`config.mk`:
```
export PLATFORM = sky130hd
export DESIGN_NAME = fpf_core
export DESIGN_NICKNAME = d
export VERILOG_FILES = /design/src/verilog/fpf_pkg.sv /design/src/verilog/fpf_mem.sv /design/src/verilog/fpf_fifo.sv /design/src/verilog/fpf_core.sv
export SDC_FILE = /design/constraint.sdc
export NUM_CORES = 1
export LEC_CHECK = 0
export ABC_AREA = 1
export BUFFER_PORTS_ARGS = -buffer_cell sky130_fd_sc_hd__buf_2
export CORE_MARGIN = 2
export CORE_UTILIZATION = 55
export CTS_BUF_LIST = sky130_fd_sc_hd__clkbuf_8
export DETAILED_ROUTE_END_ITERATION = 6
export GPL_ROUTABILITY_DRIVEN = 0
export HOLD_SLACK_MARGIN = 0.02
export PLACE_DENSITY_LB_ADDON = 0.2
export SLEW_MARGIN = 30
export SYNTH_ARGS = -nofsm -noshare
export SYNTH_HDL_FRONTEND = slang
export SYNTH_SLANG_ARGS = --single-unit
```
`constraint.sdc`:
```
create_clock -name CLK -period 2.4 [get_ports CLK]
set_input_delay 0.24 -clock CLK [delete_from_list [all_inputs] [get_ports CLK]]
set_output_delay 0.24 -clock CLK [all_outputs]
set_load 0.02 [all_outputs]
```
`src/verilog/fpf_pkg.sv`:
```
package fpf_pkg;
	// apb register byte offsets
	localparam logic [7:0] ADDR_CTRL = 8'h00; // control: resets, dma enable
	localparam logic [7:0] ADDR_CFG = 8'h04; // mode bits, burst, fifo config
	localparam logic [7:0] ADDR_STAT = 8'h08; // main status, read only
	localparam logic [7:0] ADDR_DATA = 8'h0C; // command / data / result byte
	localparam logic [7:0] ADDR_CORE = 8'h10; // core-side controls
	// control register fields
	localparam int CTRL_HOLD_RST = 0; // held reset bit, set by pin reset
	localparam int CTRL_PULSE_RST = 1; // self-clearing reset bit
	localparam int CTRL_DMA_EN = 2; // dma enable
	// configuration fields
	localparam int CFG_BURST_N = 1; // 0 burst, 1 single
	localparam int CFG_ENC = 2; // encoding_mode_bit
	localparam int CFG_IDENT = 3; // identity bit
	localparam int CFG_FIFO_EN = 4; // fifo enable
	localparam int CFG_THR_LSB = 8; // fifo_threshold_field, 4 bits
	localparam int CFG_DMA_MODE = 12; // dma data transfers
	localparam logic [15:0] CFG_RESET = 16'h0002; // single transfer default
	// core control fields (start, direction, last sector, illegal, terminal, params)
	localparam int CORE_START = 0;
	localparam int CORE_READ = 1;
	localparam int CORE_LAST = 2;
	localparam int CORE_ILLEGAL = 3;
	localparam int CORE_DONE = 4;
	localparam int CORE_NPAR_LSB = 8; // parameter byte count, 4 bits
	localparam int CORE_NRES_LSB = 12; // result byte count, 4 bits
	localparam int FIFO_DEPTH = 16;
	localparam logic [4:0] FIFO_FULL_CNT = 5'h10;
	// controller phases
	typedef enum logic [3:0]
	{
		PH_CMD = 4'b0001,
		PH_EXEC = 4'b0010,
		PH_RES = 4'b0100,
		PH_RST = 4'b1000
	} fpf_phase_t;
	typedef enum logic [2:0]
	{
		MODE_AT = 3'b001,
		MODE_PS = 3'b010,
		MODE_M30 = 3'b100
	} fpf_mode_t;
endpackage

```
`src/verilog/fpf_mem.sv`:
```
`timescale 1ns/1ps
// 16 x 8 storage; read data registered
module fpf_mem
	import fpf_pkg::*;
(
	input wire logic clk,
	input wire logic we,
	input wire logic [3:0] waddr,
	input wire logic [7:0] wdata,
	input wire logic [3:0] raddr,
	output logic [7:0] rdata
);
	logic [7:0] mem_ff [FIFO_DEPTH]; // byte cells, no reset needed
	// write port
	always_ff @(posedge clk)
	begin
		if (we)
		begin
			mem_ff[waddr] <= wdata;
		end
	end
	// registered read
	always_ff @(posedge clk)
	begin
		rdata <= mem_ff[raddr];
	end
endmodule // fpf_mem

```
`src/verilog/fpf_fifo.sv`:
```
`timescale 1ns/1ps
// 16-byte fifo; show-ahead via registered memory read one cycle later
module fpf_fifo
	import fpf_pkg::*;
(
	input wire logic clk,
	input wire logic clr, // synchronous flush
	input wire logic push,
	input wire logic [7:0] din,
	input wire logic pop,
	output logic [7:0] dout,
	output logic [4:0] count
);
	logic [3:0] wp_ff; // write pointer
	logic [3:0] rp_ff; // read pointer
	logic [4:0] cnt_ff; // occupancy
	logic do_push; // accepted push
	logic do_pop; // accepted pop
	assign do_push = push && (cnt_ff != FIFO_FULL_CNT);
	assign do_pop = pop && (cnt_ff != 5'h00);
	assign count = cnt_ff;
	// pointers and count
	always_ff @(posedge clk)
	begin
		if (clr)
		begin
			wp_ff <= 4'h0;
			rp_ff <= 4'h0;
			cnt_ff <= 5'h00;
		end
		else
		begin
			if (do_push)
				wp_ff <= wp_ff + 4'h1;
			if (do_pop)
				rp_ff <= rp_ff + 4'h1;
			cnt_ff <= cnt_ff + {4'h0, do_push} - {4'h0, do_pop};
		end
	end
	// storage; pop address looks ahead so dout tracks the head
	fpf_mem u_mem
	(
		.clk(clk),
		.we(do_push),
		.waddr(wp_ff),
		.wdata(din),
		.raddr(do_pop ? rp_ff + 4'h1 : rp_ff),
		.rdata(dout)
	);
endmodule // fpf_fifo

```
`src/verilog/fpf_core.sv`:
```
`timescale 1ns/1ps
module fpf_core
	import fpf_pkg::*;
(
	input wire logic CLK,
	input wire logic NRST,
	input wire logic PSEL,
	input wire logic PENABLE,
	input wire logic PWRITE,
	input wire logic [7:0] PADDR,
	input wire logic [31:0] PWDATA,
	output logic [31:0] PRDATA,
	output logic PREADY,
	output logic PSLVERR,
	input wire logic DACK_N, // dma acknowledge, active low
	input wire logic IOR_N, // read strobe
	input wire logic IOW_N, // write strobe
	input wire logic TC_IN, // terminal count pin, polarity per mode
	input wire logic [7:0] DMA_WDATA, // byte from dma on write strobe
	output logic [7:0] DMA_RDATA, // byte to dma
	input wire logic CORE_PUSH, // core byte into fifo (reads)
	input wire logic [7:0] CORE_WDATA,
	input wire logic CORE_POP, // core takes byte (writes)
	output logic [7:0] CORE_RDATA,
	output logic [4:0] FIFO_COUNT,
	output logic CORE_RESET, // soft or hard reset to the core
	output logic FDC_IRQ, // fdc_interrupt_out level
	output logic FDC_IRQ_OE_N, // low while driven
	output logic DMA_REQUEST_OUT, // fdc_dma_request level
	output logic DMA_REQUEST_OE_N, // low while driven
	output logic DENSITY_SELECT, // density_select after polarity
	input wire logic HIGH_DENSITY, // core density request, true = high
	output logic TC_ACTIVE, // terminal count in true sense
	output logic ABNORMAL_END // host stopped mid-sector
);
	fpf_phase_t phase_ff; // controller phase
	fpf_mode_t mode; // decoded operating mode
	logic [2:0] ctrl_ff; // control register bits
	logic [15:0] cfg_ff; // configuration register
	logic [15:0] core_ff; // core control register
	logic [3:0] cnt_ff; // parameter / result byte counter
	logic rqm_ff; // request_for_master
	logic dio_ff; // transfer_direction_flag
	logic cb_ff; // command_busy
	logic irq_ff; // fdc_irq
	logic drq_ff; // fdc_dma_request
	logic [7:0] data_ff; // last command byte or bypass byte
	logic abn_ff; // abnormal termination seen
	logic soft_rst; // either software reset bit (held or pulse) to core
	logic wr_acc, rd_acc; // apb access strobes
	logic fifo_on; // fifo enabled and not bypassed
	logic [4:0] thr; // threshold 1..16
	logic dack; // acknowledge active
	logic tc; // terminal count in true sense
	logic dma_push, dma_pop, pio_push, pio_pop;
	logic dma_ok; // outputs enabled: second mode or dma enable bit
	logic svc_ff; // service window open: between threshold and full or empty
	assign wr_acc = PSEL && PENABLE && PWRITE;
	assign rd_acc = PSEL && PENABLE && !PWRITE;
	assign PREADY = 1'b1; // zero wait states
	assign PSLVERR = 1'b0;
	assign dack = !DACK_N;
	// mode decode
	always_comb
	begin
		if (cfg_ff[CFG_IDENT])
			mode = MODE_AT;
		else if (cfg_ff[CFG_ENC])
			mode = MODE_PS;
		else
			mode = MODE_M30;
	end
	// terminal count polarity: active low only in second mode
	assign tc = (mode == MODE_PS) ? !TC_IN : TC_IN;
	assign TC_ACTIVE = tc;
	// density: active high only in first mode
	assign DENSITY_SELECT = (mode == MODE_AT) ? HIGH_DENSITY : !HIGH_DENSITY;
	// dma enable ignored in second mode, outputs then always driven
	assign dma_ok = (mode == MODE_PS) || ctrl_ff[CTRL_DMA_EN];
	assign FDC_IRQ_OE_N = !dma_ok;
	assign DMA_REQUEST_OE_N = !dma_ok;
	assign FDC_IRQ = irq_ff;
	assign DMA_REQUEST_OUT = drq_ff;
	// held reset wins over the self-clearing one; both hit the core
	assign soft_rst = ctrl_ff[CTRL_HOLD_RST] || ctrl_ff[CTRL_PULSE_RST];
	assign CORE_RESET = soft_rst || !NRST;
	assign thr = {1'b0, cfg_ff[CFG_THR_LSB +: 4]} + 5'h01;
	// fifo only in execution after configure enabled it
	assign fifo_on = cfg_ff[CFG_FIFO_EN] && (phase_ff == PH_EXEC);
	// acknowledge selects the fifo without address decode
	assign dma_push = dack && !IOW_N && cfg_ff[CFG_DMA_MODE] && !core_ff[CORE_READ];
	assign dma_pop = dack && !IOR_N && cfg_ff[CFG_DMA_MODE] && core_ff[CORE_READ];
	assign pio_push = wr_acc && (PADDR == ADDR_DATA) && (phase_ff == PH_EXEC)
		&& !core_ff[CORE_READ];
	assign pio_pop = rd_acc && (PADDR == ADDR_DATA) && (phase_ff == PH_EXEC)
		&& core_ff[CORE_READ];
	// control register: pin reset sets held bit, pulse bit clears itself
	always_ff @(posedge CLK)
	begin
		if (!NRST)
			ctrl_ff <= 3'b001;
		else if (wr_acc && PADDR == ADDR_CTRL)
			ctrl_ff <= PWDATA[2:0];
		else
			ctrl_ff[CTRL_PULSE_RST] <= 1'b0;
	end
	// configuration: pin reset loads CFG_RESET, soft reset clears fifo enable; timing lives in core
	always_ff @(posedge CLK)
	begin
		if (!NRST)
			cfg_ff <= CFG_RESET;
		else if (soft_rst)
			cfg_ff[CFG_FIFO_EN] <= 1'b0;
		else if (wr_acc && PADDR == ADDR_CFG)
			cfg_ff <= PWDATA[15:0];
	end
	// core control: start is a one-cycle strobe
	always_ff @(posedge CLK)
	begin
		if (!NRST || soft_rst)
			core_ff <= 16'h0000;
		else if (wr_acc && PADDR == ADDR_CORE)
			core_ff <= PWDATA[15:0];
		else
		begin
			core_ff[CORE_START] <= 1'b0;
			core_ff[CORE_DONE] <= 1'b0;
		end
	end
	// fifo; flushed by any reset
	fpf_fifo u_fifo
	(
		.clk(CLK),
		.clr(!NRST || soft_rst),
		.push(fifo_on && (core_ff[CORE_READ] ? CORE_PUSH : (dma_push || pio_push))),
		.din(core_ff[CORE_READ] ? CORE_WDATA : (dma_push ? DMA_WDATA : PWDATA[7:0])),
		.pop(fifo_on && (core_ff[CORE_READ] ? (dma_pop || pio_pop) : CORE_POP)),
		.dout(CORE_RDATA),
		.count(FIFO_COUNT)
	);
	assign DMA_RDATA = fifo_on ? CORE_RDATA : data_ff;
	// bypass byte path used in command phase and byte mode
	always_ff @(posedge CLK)
	begin
		if (!NRST || soft_rst)
			data_ff <= 8'h00;
		else if (wr_acc && PADDR == ADDR_DATA)
			data_ff <= PWDATA[7:0];
		else if (!fifo_on && CORE_PUSH)
			data_ff <= CORE_WDATA;
		else if (!fifo_on && dma_push)
			data_ff <= DMA_WDATA;
	end
	// phase machine with byte counter and main status flags
	always_ff @(posedge CLK)
	begin
		if (!NRST || soft_rst)
		begin
			phase_ff <= PH_RST;
			cnt_ff <= 4'h0;
			rqm_ff <= 1'b0;
			dio_ff <= 1'b0;
			cb_ff <= 1'b0;
		end
		else
		begin
			case (phase_ff)
				PH_RST:
				begin
					phase_ff <= PH_CMD; // idle, ready for a command
					rqm_ff <= 1'b1;
					dio_ff <= 1'b0;
				end
				PH_CMD:
				begin
					if (wr_acc && PADDR == ADDR_DATA && rqm_ff && !dio_ff)
					begin
						rqm_ff <= 1'b0;
						cb_ff <= 1'b1;
						cnt_ff <= cnt_ff + 4'h1;
					end
					else if (core_ff[CORE_ILLEGAL])
					begin
						rqm_ff <= 1'b0; // low for one cycle; invalid command goes to result phase
						phase_ff <= PH_RES;
						cnt_ff <= 4'h0;
					end
					else if (cb_ff && !rqm_ff)
					begin
						// byte processed: more params re-raise, last one leaves
						if (cnt_ff > core_ff[CORE_NPAR_LSB +: 4])
						begin
							phase_ff <= PH_EXEC;
							cnt_ff <= 4'h0;
						end
						else
							rqm_ff <= 1'b1;
					end
				end
				PH_EXEC:
				begin
					dio_ff <= core_ff[CORE_READ];
					if (core_ff[CORE_DONE])
					begin
						phase_ff <= PH_RES;
						rqm_ff <= 1'b1;
						dio_ff <= 1'b1;
					end
					else
						rqm_ff <= irq_ff && !cfg_ff[CFG_DMA_MODE];
				end
				PH_RES:
				begin
					rqm_ff <= 1'b1;
					dio_ff <= 1'b1;
					if (rd_acc && PADDR == ADDR_DATA && rqm_ff && dio_ff)
					begin
						if (cnt_ff + 4'h1 >= core_ff[CORE_NRES_LSB +: 4])
						begin
							phase_ff <= PH_CMD;
							dio_ff <= 1'b0;
							cb_ff <= 1'b0;
							cnt_ff <= 4'h0;
						end
						else
							cnt_ff <= cnt_ff + 4'h1;
					end
				end
				default:
					phase_ff <= PH_RST;
			endcase
		end
	end
	// pio service interrupt / result interrupt
	always_ff @(posedge CLK)
	begin
		if (!NRST || soft_rst)
			irq_ff <= 1'b0;
		else if (phase_ff == PH_EXEC && core_ff[CORE_DONE])
			irq_ff <= 1'b1;
		else if (phase_ff == PH_RES && rd_acc && PADDR == ADDR_DATA)
			irq_ff <= 1'b0;
		else if (phase_ff == PH_EXEC && !cfg_ff[CFG_DMA_MODE])
		begin
			if (!fifo_on)
				irq_ff <= core_ff[CORE_READ] ? CORE_PUSH || irq_ff && !pio_pop
					: !pio_push;
			else if (core_ff[CORE_READ])
			begin
				if (FIFO_COUNT >= FIFO_FULL_CNT - thr || core_ff[CORE_LAST] && FIFO_COUNT != 5'h00)
					irq_ff <= 1'b1;
				else if (FIFO_COUNT == 5'h00)
					irq_ff <= 1'b0;
			end
			else
			begin
				if (FIFO_COUNT == FIFO_FULL_CNT || (tc == 1'b0 && DACK_N && core_ff[CORE_LAST]))
					irq_ff <= 1'b0;
				else if (FIFO_COUNT <= thr)
					irq_ff <= 1'b1;
			end
		end
		else if (phase_ff == PH_CMD && core_ff[CORE_ILLEGAL])
			irq_ff <= 1'b1;
	end
	// service window; remembered so a single-mode drop on ack is only a gap, not the end
	always_ff @(posedge CLK)
	begin
		if (!NRST || soft_rst || phase_ff != PH_EXEC || !cfg_ff[CFG_DMA_MODE] || !fifo_on)
			svc_ff <= 1'b0;
		else if (tc && dack)
			svc_ff <= 1'b0;
		else if (core_ff[CORE_READ])
		begin
			if (FIFO_COUNT >= FIFO_FULL_CNT - thr || core_ff[CORE_LAST] && FIFO_COUNT != 5'h00)
				svc_ff <= 1'b1;
			else if (FIFO_COUNT == 5'h00)
				svc_ff <= 1'b0;
		end
		else
		begin
			if (FIFO_COUNT == FIFO_FULL_CNT)
				svc_ff <= 1'b0;
			else if (FIFO_COUNT <= thr)
				svc_ff <= 1'b1;
		end
	end
	// dma request, single or burst, fifo thresholds
	always_ff @(posedge CLK)
	begin
		if (!NRST || soft_rst || phase_ff != PH_EXEC || !cfg_ff[CFG_DMA_MODE])
			drq_ff <= 1'b0;
		else if (core_ff[CORE_START])
			drq_ff <= !core_ff[CORE_READ];
		else if (tc && dack)
			drq_ff <= 1'b0;
		else if (core_ff[CORE_LAST] && (dack || !IOR_N) && FIFO_COUNT <= 5'h01
			&& core_ff[CORE_READ])
			drq_ff <= 1'b0;
		else if (!fifo_on)
			// byte mode; verify pseudo read completes on acknowledge alone
			drq_ff <= core_ff[CORE_READ] ? (CORE_PUSH || drq_ff && !dack)
				: (cfg_ff[CFG_BURST_N] ? !dack : 1'b1);
		else if (core_ff[CORE_READ])
		begin
			if (FIFO_COUNT >= FIFO_FULL_CNT - thr || core_ff[CORE_LAST] && FIFO_COUNT != 5'h00)
				drq_ff <= !(cfg_ff[CFG_BURST_N] && dack);
			else if (FIFO_COUNT == 5'h00)
				drq_ff <= 1'b0;
			else if (svc_ff)
				drq_ff <= !(cfg_ff[CFG_BURST_N] && dack);
		end
		else
		begin
			if (FIFO_COUNT == FIFO_FULL_CNT || cfg_ff[CFG_BURST_N] && dack)
				drq_ff <= 1'b0;
			else if (FIFO_COUNT <= thr || svc_ff)
				drq_ff <= 1'b1;
		end
	end
	// host stop mid-sector gives abnormal status
	always_ff @(posedge CLK)
	begin
		if (!NRST || soft_rst || core_ff[CORE_START])
			abn_ff <= 1'b0;
		else if (phase_ff == PH_EXEC && core_ff[CORE_DONE] && !core_ff[CORE_LAST])
			abn_ff <= 1'b1;
	end
	assign ABNORMAL_END = abn_ff;
	// apb read mux
	always_comb
	begin
		PRDATA = 32'h0000_0000;
		case (PADDR)
			ADDR_CTRL: PRDATA = {29'h0, ctrl_ff};
			ADDR_CFG: PRDATA = {16'h0, cfg_ff};
			ADDR_STAT: PRDATA = {24'h0, rqm_ff, dio_ff, 1'b0, cb_ff, FIFO_COUNT[3:0]};
			ADDR_DATA: PRDATA = {24'h0, fifo_on ? CORE_RDATA : data_ff};
			ADDR_CORE: PRDATA = {16'h0, core_ff};
			default: PRDATA = 32'h0000_0000;
		endcase
	end
endmodule // fpf_core

```
# Word level (Yosys, flattened, before mapping)
# Memories as Yosys holds them, arrays and structs flattened. A register that Yosys moved wholly into a read port is not among the register bits.
# Index checks and enable logic that the tools add are counted.
word_totals:
  ff_bits: 71
  ramBits: 128
  inputBits: 68
  output_inout_bits: 63
  word_cells: 236
  memories: 1
memory_table:
  columns: ["name", "depth", "width", "rd", "rd_ports_with_merged_regs", "write_ports", "line", "text"]
  rows:
  - ["u_fifo.u_mem.mem_ff", 16, 8, 1, 1, 1, "fpf_mem.sv:13", "logic [7:0] mem_ff [FIFO_DEPTH];"]
op_classes:
  n_addsub: 7
  magnitude_cmp: 5
  eq_ne: 28
  muxes: 70
  bitwise_logic: 4
  n_reduce_logical: 102
ops:
  columns: ["operator", "count"]
  rows:
  - ["$pmux W16 S5", 1]
  - ["$mux W4", 14]
  - ["$mux W8", 6]
  - ["$logic_and A1 B1 Y1", 47]
  - ["$mux W1", 42]
  - ["$logic_not A1 Y1", 17]
  - ["$eq A8 B4 Y1 const B", 2]
  - ["$logic_or A1 B1 Y1", 16]
  - ["$pmux W4 S4", 1]
  - ["$ne A7 B5 Y1 const B", 2]
  - ["$add A4 B1 Y4 const B", 3]
  - ["$ne A4 B4 Y1 const B", 3]
  - ["$reduce_bool A3 Y1", 4]
  - ["$ne A2 B2 Y1 const B", 5]
  - ["$eq A8 B3 Y1 const B", 1]
  - ["$eq A8 B5 Y1 const B", 1]
  - ["$logic_not A8 Y1", 1]
  - ["$ne A8 B3 Y1 const B", 1]
  - ["$pmux W4 S2", 1]
  - ["$reduce_and A2 Y1", 4]
  - ["$reduce_and A4 Y1", 2]
  - ["$reduce_or A2 Y1", 4]
  - ["$ne A7 B3 Y1 const B", 1]
  - ["$mux W3", 2]
  - ["29 further kinds", 35]

# Longest topological paths before layout
# Gate-level depths: netlist (run 1).
logic_depth:
  ltp_word: 14
  ltp_mapped: 19
  mapped_depth_nobuf: 19

# Cells and area by module
# Synthesis (run 1) repeated with hierarchy kept, for this count alone.
unflattened:
  hier_cells: 1327
  area_unflattened_um2: 10732.8
by_module_without_submodules:
  columns: ["module", "n_inst", "cells_each", "area_per_inst_um2", "seq_area_each_um2"]
  rows:
  - ["fpf_mem", 1, 551, 5766.8, 4003.8]
  - ["fpf_core", 1, 664, 4186.5, 1161.1]
  - ["fpf_fifo", 1, 112, 779.5, 260.2]

# Worst setup path before layout (run 1)
# No wires, ideal clock.
synth_path:
  path_kind: "register -> register"
  from: "register u_fifo.cnt_ff[2], in the netlist u_fifo.count[2]"
  to: "register u_fifo.cnt_ff[4], in the netlist u_fifo.count[4]"
  setup_ns: 0.070
  t_arrival_ns: 2.499
  required_ns: 2.330
  path_slack_ns: -0.168
  stages_incl_launch_ff: 17
  n_path_buf: 0
  period_less_slack_ns: 2.568
  cell_sequence: "dfxtp_1 inv_1 ha_1 nand2_1 nor2_1 inv_1 nand2_4 clkinv_4 ha_1 inv_1 ha_1 fa_1 nand2_1 a21oi_1 nor2_1 o21ai_0 a21oi_1"
synth_between:
  elab_chain_cells: 4
  elab_cells_between_ends: 6
  cone_classes: "add/sub (2); eq/ne (1); reduce/logical (3)"
synth_lines:
  columns: ["element", "line", "text"]
  rows:
  - ["start, declared", "fpf_fifo.sv:16", "logic [4:0] cnt_ff;"]
  - ["start signal, assigned", "fpf_fifo.sv:37", "cnt_ff <= cnt_ff + {4'h0, do_push} - {4'h0, do_pop};"]
  - ["$ne A5 B5 Y1", "fpf_fifo.sv:19", "assign do_push = push && (cnt_ff != FIFO_FULL_CNT);"]
  - ["$logic_and A1 B1 Y1", "fpf_fifo.sv:19", null]
  - ["$add A5 B1 Y5", "fpf_fifo.sv:37", null]
  - ["$sub A5 B1 Y5 *", "fpf_fifo.sv:37", null]
# Mark *: on every way between the ends. The rest lies on a longest branch, timed or not.
# A chain may end at the register's enable or synchronous reset.

# Worst setup path in the final report (run 1)
layout_path:
  from: "register phase_ff[2]"
  to: "register u_fifo.u_mem.rdata[3], read port of u_fifo.u_mem.mem_ff"
layout_between:
  elab_chain_cells: 8
  elab_cells_between_ends: 9
  cone_classes: "eq/ne (1); mux (2); reduce/logical (6)"
layout_lines:
  columns: ["element", "line", "text"]
  rows:
  - ["start, declared", "fpf_core.sv:36", "fpf_phase_t phase_ff;"]
  - ["start signal, assigned", "fpf_core.sv:159", "phase_ff <= PH_RST;"]
  - ["start signal, assigned", "fpf_core.sv:170", "phase_ff <= PH_CMD;"]
  - ["start signal, assigned", "fpf_core.sv:185", "phase_ff <= PH_RES;"]
  - ["$eq A4 B2 Y1 *", "fpf_core.sv:89, fpf_core.sv:95", null]
  - ["$logic_and A1 B1 Y1", "fpf_core.sv:95", "assign pio_pop = rd_acc && (PADDR == ADDR_DATA) && (phase_ff == PH_EXEC)"]
  - ["$logic_and A1 B1 Y1", "fpf_core.sv:96", "&& core_ff[CORE_READ];"]
  - ["$logic_or A1 B1 Y1", "fpf_core.sv:137", ".pop(fifo_on && (core_ff[CORE_READ] ? (dma_pop || pio_pop) : CORE_POP)),"]
  - ["$mux W1", "fpf_core.sv:137", null]
  - ["$logic_and A1 B1 Y1 *", "fpf_core.sv:137", null]
  - ["$logic_and A1 B1 Y1 *", "fpf_fifo.sv:20", "assign do_pop = pop && (cnt_ff != 5'h00);"]
  - ["$mux W4 *", "fpf_fifo.sv:47", ".raddr(do_pop ? rp_ff + 4'h1 : rp_ff),"]
  - ["end, declared", "fpf_mem.sv:11", "output logic [7:0] rdata"]
# Marked as above.

==> summary.md, run 1 <==
| Metric | Value |
|---|---|
| Synth warn | 0 |
| Post-Synthesis Cells | 1251 |
| Max incr delay on CP | 0.32 ns |
| H-tree Lvls | 2 |
| Share of cells above drive strength 1 | 0.239 |
| Detailed Place HPWL | 19.5 mm |
| Final setup fails | 0 |
| Worst vdd ir | 0.460 mV |
| Min-delay worst type | primary input to flip-flop |
| Initial antenna violation count | 1 |
| Critical path's slowest cell | dfxtp_2 |
| CP cell instances | inv_2 > nand2_4 > nor2_4 > nand2_4 > nor2_4 > nand2_2 > nand2_2 > nand2_4 > buf_4 > buf_4 > o21ai_4 > buf_12 > buf_12 > nand3_1 > nand3_1 > nand3_2 > nand2_2 |
| Die Area | 20600 um^2 |
| Synth cell types | 46 |
| Final cell count without fillers | 1732 |
| Max Fclk | 422 MHz |
| Final slew viol count | 0 |
| Commonest cells post-synth | nand2_1 (226), inv_1 (211), nand3_1 (165) |
| # fillers | 1471 |
| CP Capture Type | flip-flop |
| Synth Area in Adders | 0.0393 |
| WL final | 29.5 mm |
| Die height | 143 um |
| Synth top area share | 0.360 |
| Fin util | 0.700 |
| Worst-path clk slew | 0.06 ns |
| Main area contributors after synthesis | edfxtp_1 (36%), dfxtp_1 (15%), nand2_1 (7.9%), nand3_1 (7.7%), inv_1 (7.4%) |
| Post-synth EDFFs | 128 |
| Largest family of logic cells by synthesized area | simple AND/OR/NAND/NOR gates |
| Pwr Density | 520 nW/um^2 |
| Arr. time, crit path | 2.83 ns |
| Power Internal | 5.35 mW |
| First-pass GRT wire length | 43.2 mm |
| Sw Pwr | 1.52 mW |
| CTS root buf | clkbuf_8 |
| Port Buf Inserts | 96 |
| Core Footprint | 18900 um^2 |
| Synth Cell Area | 10700 um^2 |
| Layout area overhead | 23.8% |
| Worst-Skew Late Latency | 0.53 ns |
| Clk sinks | 207 |
| Max-slew headroom | 0.526 |
| Clock skew | 0.0325 ns |
| Dpl cells | 1631 |
| DR iter-0 viols | 913 |
| Largest net degree at the start of global routing | 45 |
| Post-route ant nets | 0 |
| Total CTS buffers | 34 |
| Register bit total from synthesis | 207 |
| Via density | 5.41 |
| FFs w/ async S/R, synth | 0 |
| GRT Overall Usage | 0.273 |
| Avg Inst Size Synth | 8.54 um^2 |
| # DRC | 0 |
| Worst EP required | 2.87 ns |
| Number of global-route vias before repair | 8450 |
| Initial Utilization | 0.565 |
| Final Net Count | 1547 |
| Ys flop type | edfxtp_1 |
| CTS tree | built |
| Critical path startpoint category | flip-flop |
| Area leader, netlist | edfxtp_1 |
| Setup TNS | 0 ns |
| GRT overflow | 0 |
| CTS max path bufs | 3 |
| Crit share post-route | 0.986 |
| LEAKAGE | 5.85 nW |
| Die width | 143 um |
| Switching Fraction | 0.221 |
| Sequential share of power | 0.549 |
| Worst-margin pin slew | 0.709 ns |
| Sequential area share after synthesis | 0.508 |
| Clock power share | 0.418 |
| Outcome | complete, no violations |
| Setup CP Type | flip-flop to flip-flop |
| Comb pwr share | 0.033 |
| DRT Pass-1 Iters | 5 |
| Crit-path max FO | 9 |
| Wirelength per Cell | 17.0 um |
| Tmin final | 2.37 ns |
| Most frequent cell after synthesis | nand2_1 |
| MaxCap Viol Count | 0 |
| RSZ-0062 raised after global routing | true |
| Synth Area in Simple Gates | 0.232 |
| # IOs | 131 |
| Routed via count | 9376 |
| Complex-gate fraction of the synthesized area | 0.0951 |
| Final Hold Violating Endpoints | 0 |
| Row Count | 50 |
| XOR/XNOR Fraction of Synth Area | 0.00820 |
| Multiplexer share of the synthesized area | 0 |
==> critical path, delay by kind of cell, from the launching register on <==
family          cells  cell delay (ns)
buf+inv             5             0.64
compound gates      1             0.21
flops               1             0.32
simple gates       11             1.15
==> sequential cells by signal, summed over array words and instances, names as in the netlist <==
name	flops
u_fifo.wp_ff	4
cfg_ff	16
u_fifo.u_mem.mem_ff	128
cnt_ff	4
rqm_ff	1
ABNORMAL_END	1
phase_ff	4
u_fifo.rp_ff	4
svc_ff	1
cb_ff	1
data_ff	8
core_ff	16
u_fifo.u_mem.rdata	8
FDC_IRQ	1
dio_ff	1
DMA_REQUEST_OUT	1
u_fifo.count	5
ctrl_ff	3
==> power groups by stage <==
stage	Clock, mW	Combinational (mW)	Sequential [mW]
5_1_grt	3.05	0.244	3.77
3_3_place_gp	0	0.203	3.85
6_report	2.87	0.228	3.77
4_1_cts	2.90	0.221	3.77
2_1_floorplan	0	0.120	3.85
3_5_place_dp	0	0.205	3.85
==> metrics by stage <==
stage | hold WS, ns | cell area, um^2 | setup WS [ns] | total power, mW
2_1_floorplan | 0.375 | 10800 | 0.0121 | 3.97
6_report | 0.0404 | 13200 | 0.0329 | 6.87
5_1_grt | 0.0482 | 13200 | -0.113 | 7.06
3_3_place_gp | 0.438 | 11800 | -0.0193 | 4.05
4_1_cts | 0.0260 | 12700 | -0.00950 | 6.89
3_5_place_dp | 0.443 | 11800 | -0.118 | 4.05
==> cell families (layout without fill, tap and decap cells) <==
kind of cell             after synthesis  count (layout)
AO/OA/AOI/OAI                        171             171
XOR/XNOR                              10              10
adder cells (fa/ha/maj)               33              33
buffers and inverters                283             486
flip-flops                           207             207
other                                  2              20
AND/OR/NAND/NOR                      545             545
==> path summary, 6_finish.rpt <==
path	from	endpoint	slack (ns)	depth (start not counted)
setup / recovery	phase_ff[2]	u_fifo.u_mem.rdata[3]	0.03	17
hold reg to reg	cfg_ff[7]	cfg_ff[7]	0.45	2
setup reg to reg	phase_ff[2]	u_fifo.u_mem.rdata[3]	0.03	17
hold / removal	PWDATA[11]	core_ff[11]	0.04	3
==> what timing repair did <==
| item | in CTS | in global routing |
|---|---|---|
| endpoints found under the setup margin | 11 | 78 |
| gates cloned | 1 | 4 |
| setup buffers | 4 | 18 |
| pin swaps | 10 | 38 |
| gates resized for setup | 33 | 80 |
| hold buffers | 12 | 0 |
| hold endpoints to repair | 13 | 0 |
==> final cells by class <==
type                            instances  area (um^2)  share of cell area
Sequential cell                       207         5440               0.411
Multi-Input combinational cell        777         4410               0.333
Timing Repair Buffer                  210         1590               0.120
Inverter                              216          821              0.0621
Clock buffer                           36          495              0.0375
Tap cell                              260          325              0.0246
Clock inverter                         24          134              0.0101
Antenna cell                            2         5.00            0.000378
==> cells in the final DEF (no fill, tap or decap), types with 33 or more instances in the layout <==
cell type  synthesis  final
a21oi_1           60     57
buf_2             15     90
buf_4             30     88
clkbuf_8           0     36
dfxtp_1           79     70
edfxtp_1         128    128
inv_1            211    212
nand2_1          226    202
nand3_1          165    144
nand3b_1          33     33
nor2_1            86     80
o21ai_0           58     52
==> routing by layer <==
metal / GRT usage / vias up / wire (um)
met5: 0 / - / 0
met4: 0.0908 / 0 / 828
met3: 0.0450 / 76 / 2670
met2: 0.429 / 441 / 13700
met1: 0.389 / 4340 / 12300
li1: - / 4519 / -
(Power assumes the default switching activity.)
==> inputs of run 2 (changes only) <==
==> constraint.sdc (replaced) <==
create_clock -name CLK -period 2.4 [get_ports CLK]
set_input_delay 0.24 -clock CLK [delete_from_list [all_inputs] [get_ports CLK]]
set_output_delay 0.24 -clock CLK [all_outputs]
set_load 0.1 [all_outputs]
==> run 2 against run 1 <==
The flow now finishes with violations (setup timing). Non-clock buffer count rose by 1. Routed wire length grew 3.8%. Register-to-register slack got worse by 0.13 ns. Clock skew increased by 0.0026 ns. Critical path depth grew 2. Combinational power increased by 53%. Power up 6.0%. Via count grew 3.3%. Sequential share of layout area fell by 1.4 points. Critical path type unchanged. Sequential cell count unchanged. Clock-buffer cell count up 5. Worst hold slack improved by 0.0074 ns.
==> summary.md, run 2 (same netlist as run 1, synthesis figures left out) <==
| Metric | Value |
|---|---|
| First-pass GRT wire length | 44.8 mm |
| Switching Fraction | 0.239 |
| R2R setup slack | -0.1 ns |
| Initial antenna violation count | 1 |
| Sequential share of power | 0.517 |
| Final Hold Violating Endpoints | 0 |
| Worst EP required | 2.85 ns |
| Crit-path max FO | 4 |
| Arr. time, crit path | 2.95 ns |
| Die width | 143 um |
| Post-route ant nets | 0 |
| Core Footprint | 18900 um^2 |
| LEAKAGE | 6.03 nW |
| RR Endpoint | u_fifo.count[4] |
| GRT overflow | 0 |
| Routed via count | 9681 |
| CTS root buf | clkbuf_8 |
| H-tree Lvls | 2 |
| Worst-path clk slew | 0.06 ns |
| Start point of the critical path | phase_ff[0] |
| Layout area overhead | 28.7% |
| Place WS | -0.0602 ns |
| Die Area | 20600 um^2 |
| Row Count | 50 |
| Crit share post-route | 1.04 |
| RR Startpoint | phase_ff[0] |
| Most frequent cells in the layout | inv_1 (208), nand2_1 (194), nand3_1 (142) |
| Die height | 143 um |
| WL final | 30.6 mm |
| DR iter-0 viols | 983 |
| Final Net Count | 1550 |
| Final slew viol count | 0 |
| Clock power share | 0.435 |
| Max-slew headroom | 0.538 |
| Power Total | 7.28 mW |
| Port Buf Inserts | 96 |
| CTS max path bufs | 3 |
| Largest Register | u_fifo.u_mem.mem_ff |
| # IOs | 131 |
| Dpl cells | 1632 |
| CP Capture Type | flip-flop |
| Via density | 5.57 |
| Total CTS buffers | 36 |
| Hold slack | 0.0478 ns |
| Critical path startpoint category | flip-flop |
| Worst vdd ir | 0.411 mV |
| Failing checks | setup timing |
| Most common cell after layout, fill and taps aside | inv_1 |
| Setup CP Type | flip-flop to flip-flop |
| GRT Overall Usage | 0.283 |
| # fillers | 1382 |
| FF-to-FF path depth | 19 |
| Fin util | 0.728 |
| Worst-margin pin slew | 0.692 ns |
| Comb pwr share | 0.048 |
| Power Internal | 5.54 mW |
| Sw Pwr | 1.74 mW |
| Min-delay worst type | primary input to flip-flop |
| RSZ-0062 raised after global routing | true |
| Final cell count without fillers | 1738 |
| Final setup fails | 6 |
| FF+latch area | 5460 um^2 |
| Clock skew | 0.0351 ns |
| Clk sinks | 207 |
| Tmin final | 2.50 ns |
| Share of cells above drive strength 1 | 0.258 |
| # DRC | 0 |
| Outcome | complete, but fails checks |
| MaxCap Viol Count | 0 |
| Fin worst setup slack | -0.0983 ns |
| Worst-Skew Late Latency | 0.56 ns |
| DRT Pass-1 Iters | 6 |
| Multi-input gate area | 4570 um^2 |
| Detailed Place HPWL | 19.9 mm |
| Number of global-route vias before repair | 8583 |
| CTS tree | built |
| Initial Utilization | 0.565 |
| Pwr Density | 530 nW/um^2 |
| Max Fclk | 400 MHz |
| Max reg flops | 128 |
| Top Registers | u_fifo.u_mem.mem_ff x128, cfg_ff x16, core_ff x16 |
| Wirelength per Cell | 17.6 um |
| Worst Setup EP | u_fifo.count[4] |
| Largest net degree at the start of global routing | 49 |
## run 2: cell count changes in the layout (fill, tap and decap cells not counted), sizes merged
cell,before,now
buf,195,189
inv,226,223
clkinv,12,15
clkinvlp,1,2
clkbuf,39,51
diode,2,1
## run 2: worst max-delay path, cell delays in order (launching register included)
cell,delay (ns)
dfxtp_2,0.33
inv_2,0.05
nand2_2,0.05
nor2_4,0.14
nand2_4,0.10
buf_6,0.12
nor2_1,0.09
nand2_1,0.09
nand2_2,0.10
nand2_4,0.07
clkinv_4,0.06
ha_4,0.12
inv_2,0.04
ha_4,0.15
fa_2,0.42
nand2_2,0.09
a21oi_2,0.06
nor2_2,0.12
o21ai_1,0.09
a21oi_1,0.13
## run 2: worst min path at each step
stage | from | to | slack [ns] | depth (start not counted)
2_1_floorplan | PWDATA[12] | core_ff[12] | 0.37 | 2
3_3_place_gp | cfg_ff[15] | cfg_ff[15] | 0.44 | 2
3_5_place_dp | cfg_ff[5] | cfg_ff[5] | 0.45 | 2
4_1_cts | PWDATA[2] | cfg_ff[2] | 0.03 | 3
5_1_grt | PWDATA[2] | cfg_ff[2] | 0.04 | 3
6_report | PWDATA[3] | core_ff[3] | 0.05 | 3
## run 2: metal layers
| metal | wire [um] | track usage | vias up |
|---|---|---|---|
| li1 | - | - | 4529 |
| met4 | 916 | 0.102 | 0 |
| met3 | 2810 | 0.0526 | 83 |
| met1 | 12400 | 0.397 | 4556 |
| met2 | 14500 | 0.442 | 513 |
| met5 | 0 | 0 | - |
## run 2: what timing repair did
action,4_1_cts,5_1_grt
hold buffers,12,0
endpoints found under the hold margin,16,0
cloned,1,3
buffers inserted,10,13
pin swaps,10,33
resized for setup,27,84
setup endpoints to repair,18,32
## run 2: power by group through the flow
| stage | combinational [mW] | sequential (mW) | clock [mW] |
|---|---|---|---|
| finish | 0.349 | 3.76 | 3.17 |
| global route | 0.366 | 3.76 | 3.37 |
| CTS | 0.342 | 3.77 | 3.20 |
| global placement | 0.323 | 3.84 | 0 |
| floorplan | 0.234 | 3.84 | 0 |
| detailed placement | 0.325 | 3.84 | 0 |
## run 2: cell type report
type / instances / share of cell area
Antenna cell: 1 / 0.000182
Clock buffer: 41 / 0.0411
Clock inverter: 25 / 0.0111
Inverter: 216 / 0.0612
Multi-Input combinational cell: 777 / 0.332
Sequential cell: 207 / 0.397
Tap cell: 260 / 0.0237
Timing Repair Buffer: 211 / 0.133
## run 2: through the flow
step	setup TNS (ns)	cell area [um^2]
finish	-0.235	13700
CTS	-0.00626	13200
detailed placement	-0.108	12200
global placement	-0.00747	12200
global route	-2.41	13700
floorplan	-1.92	11000
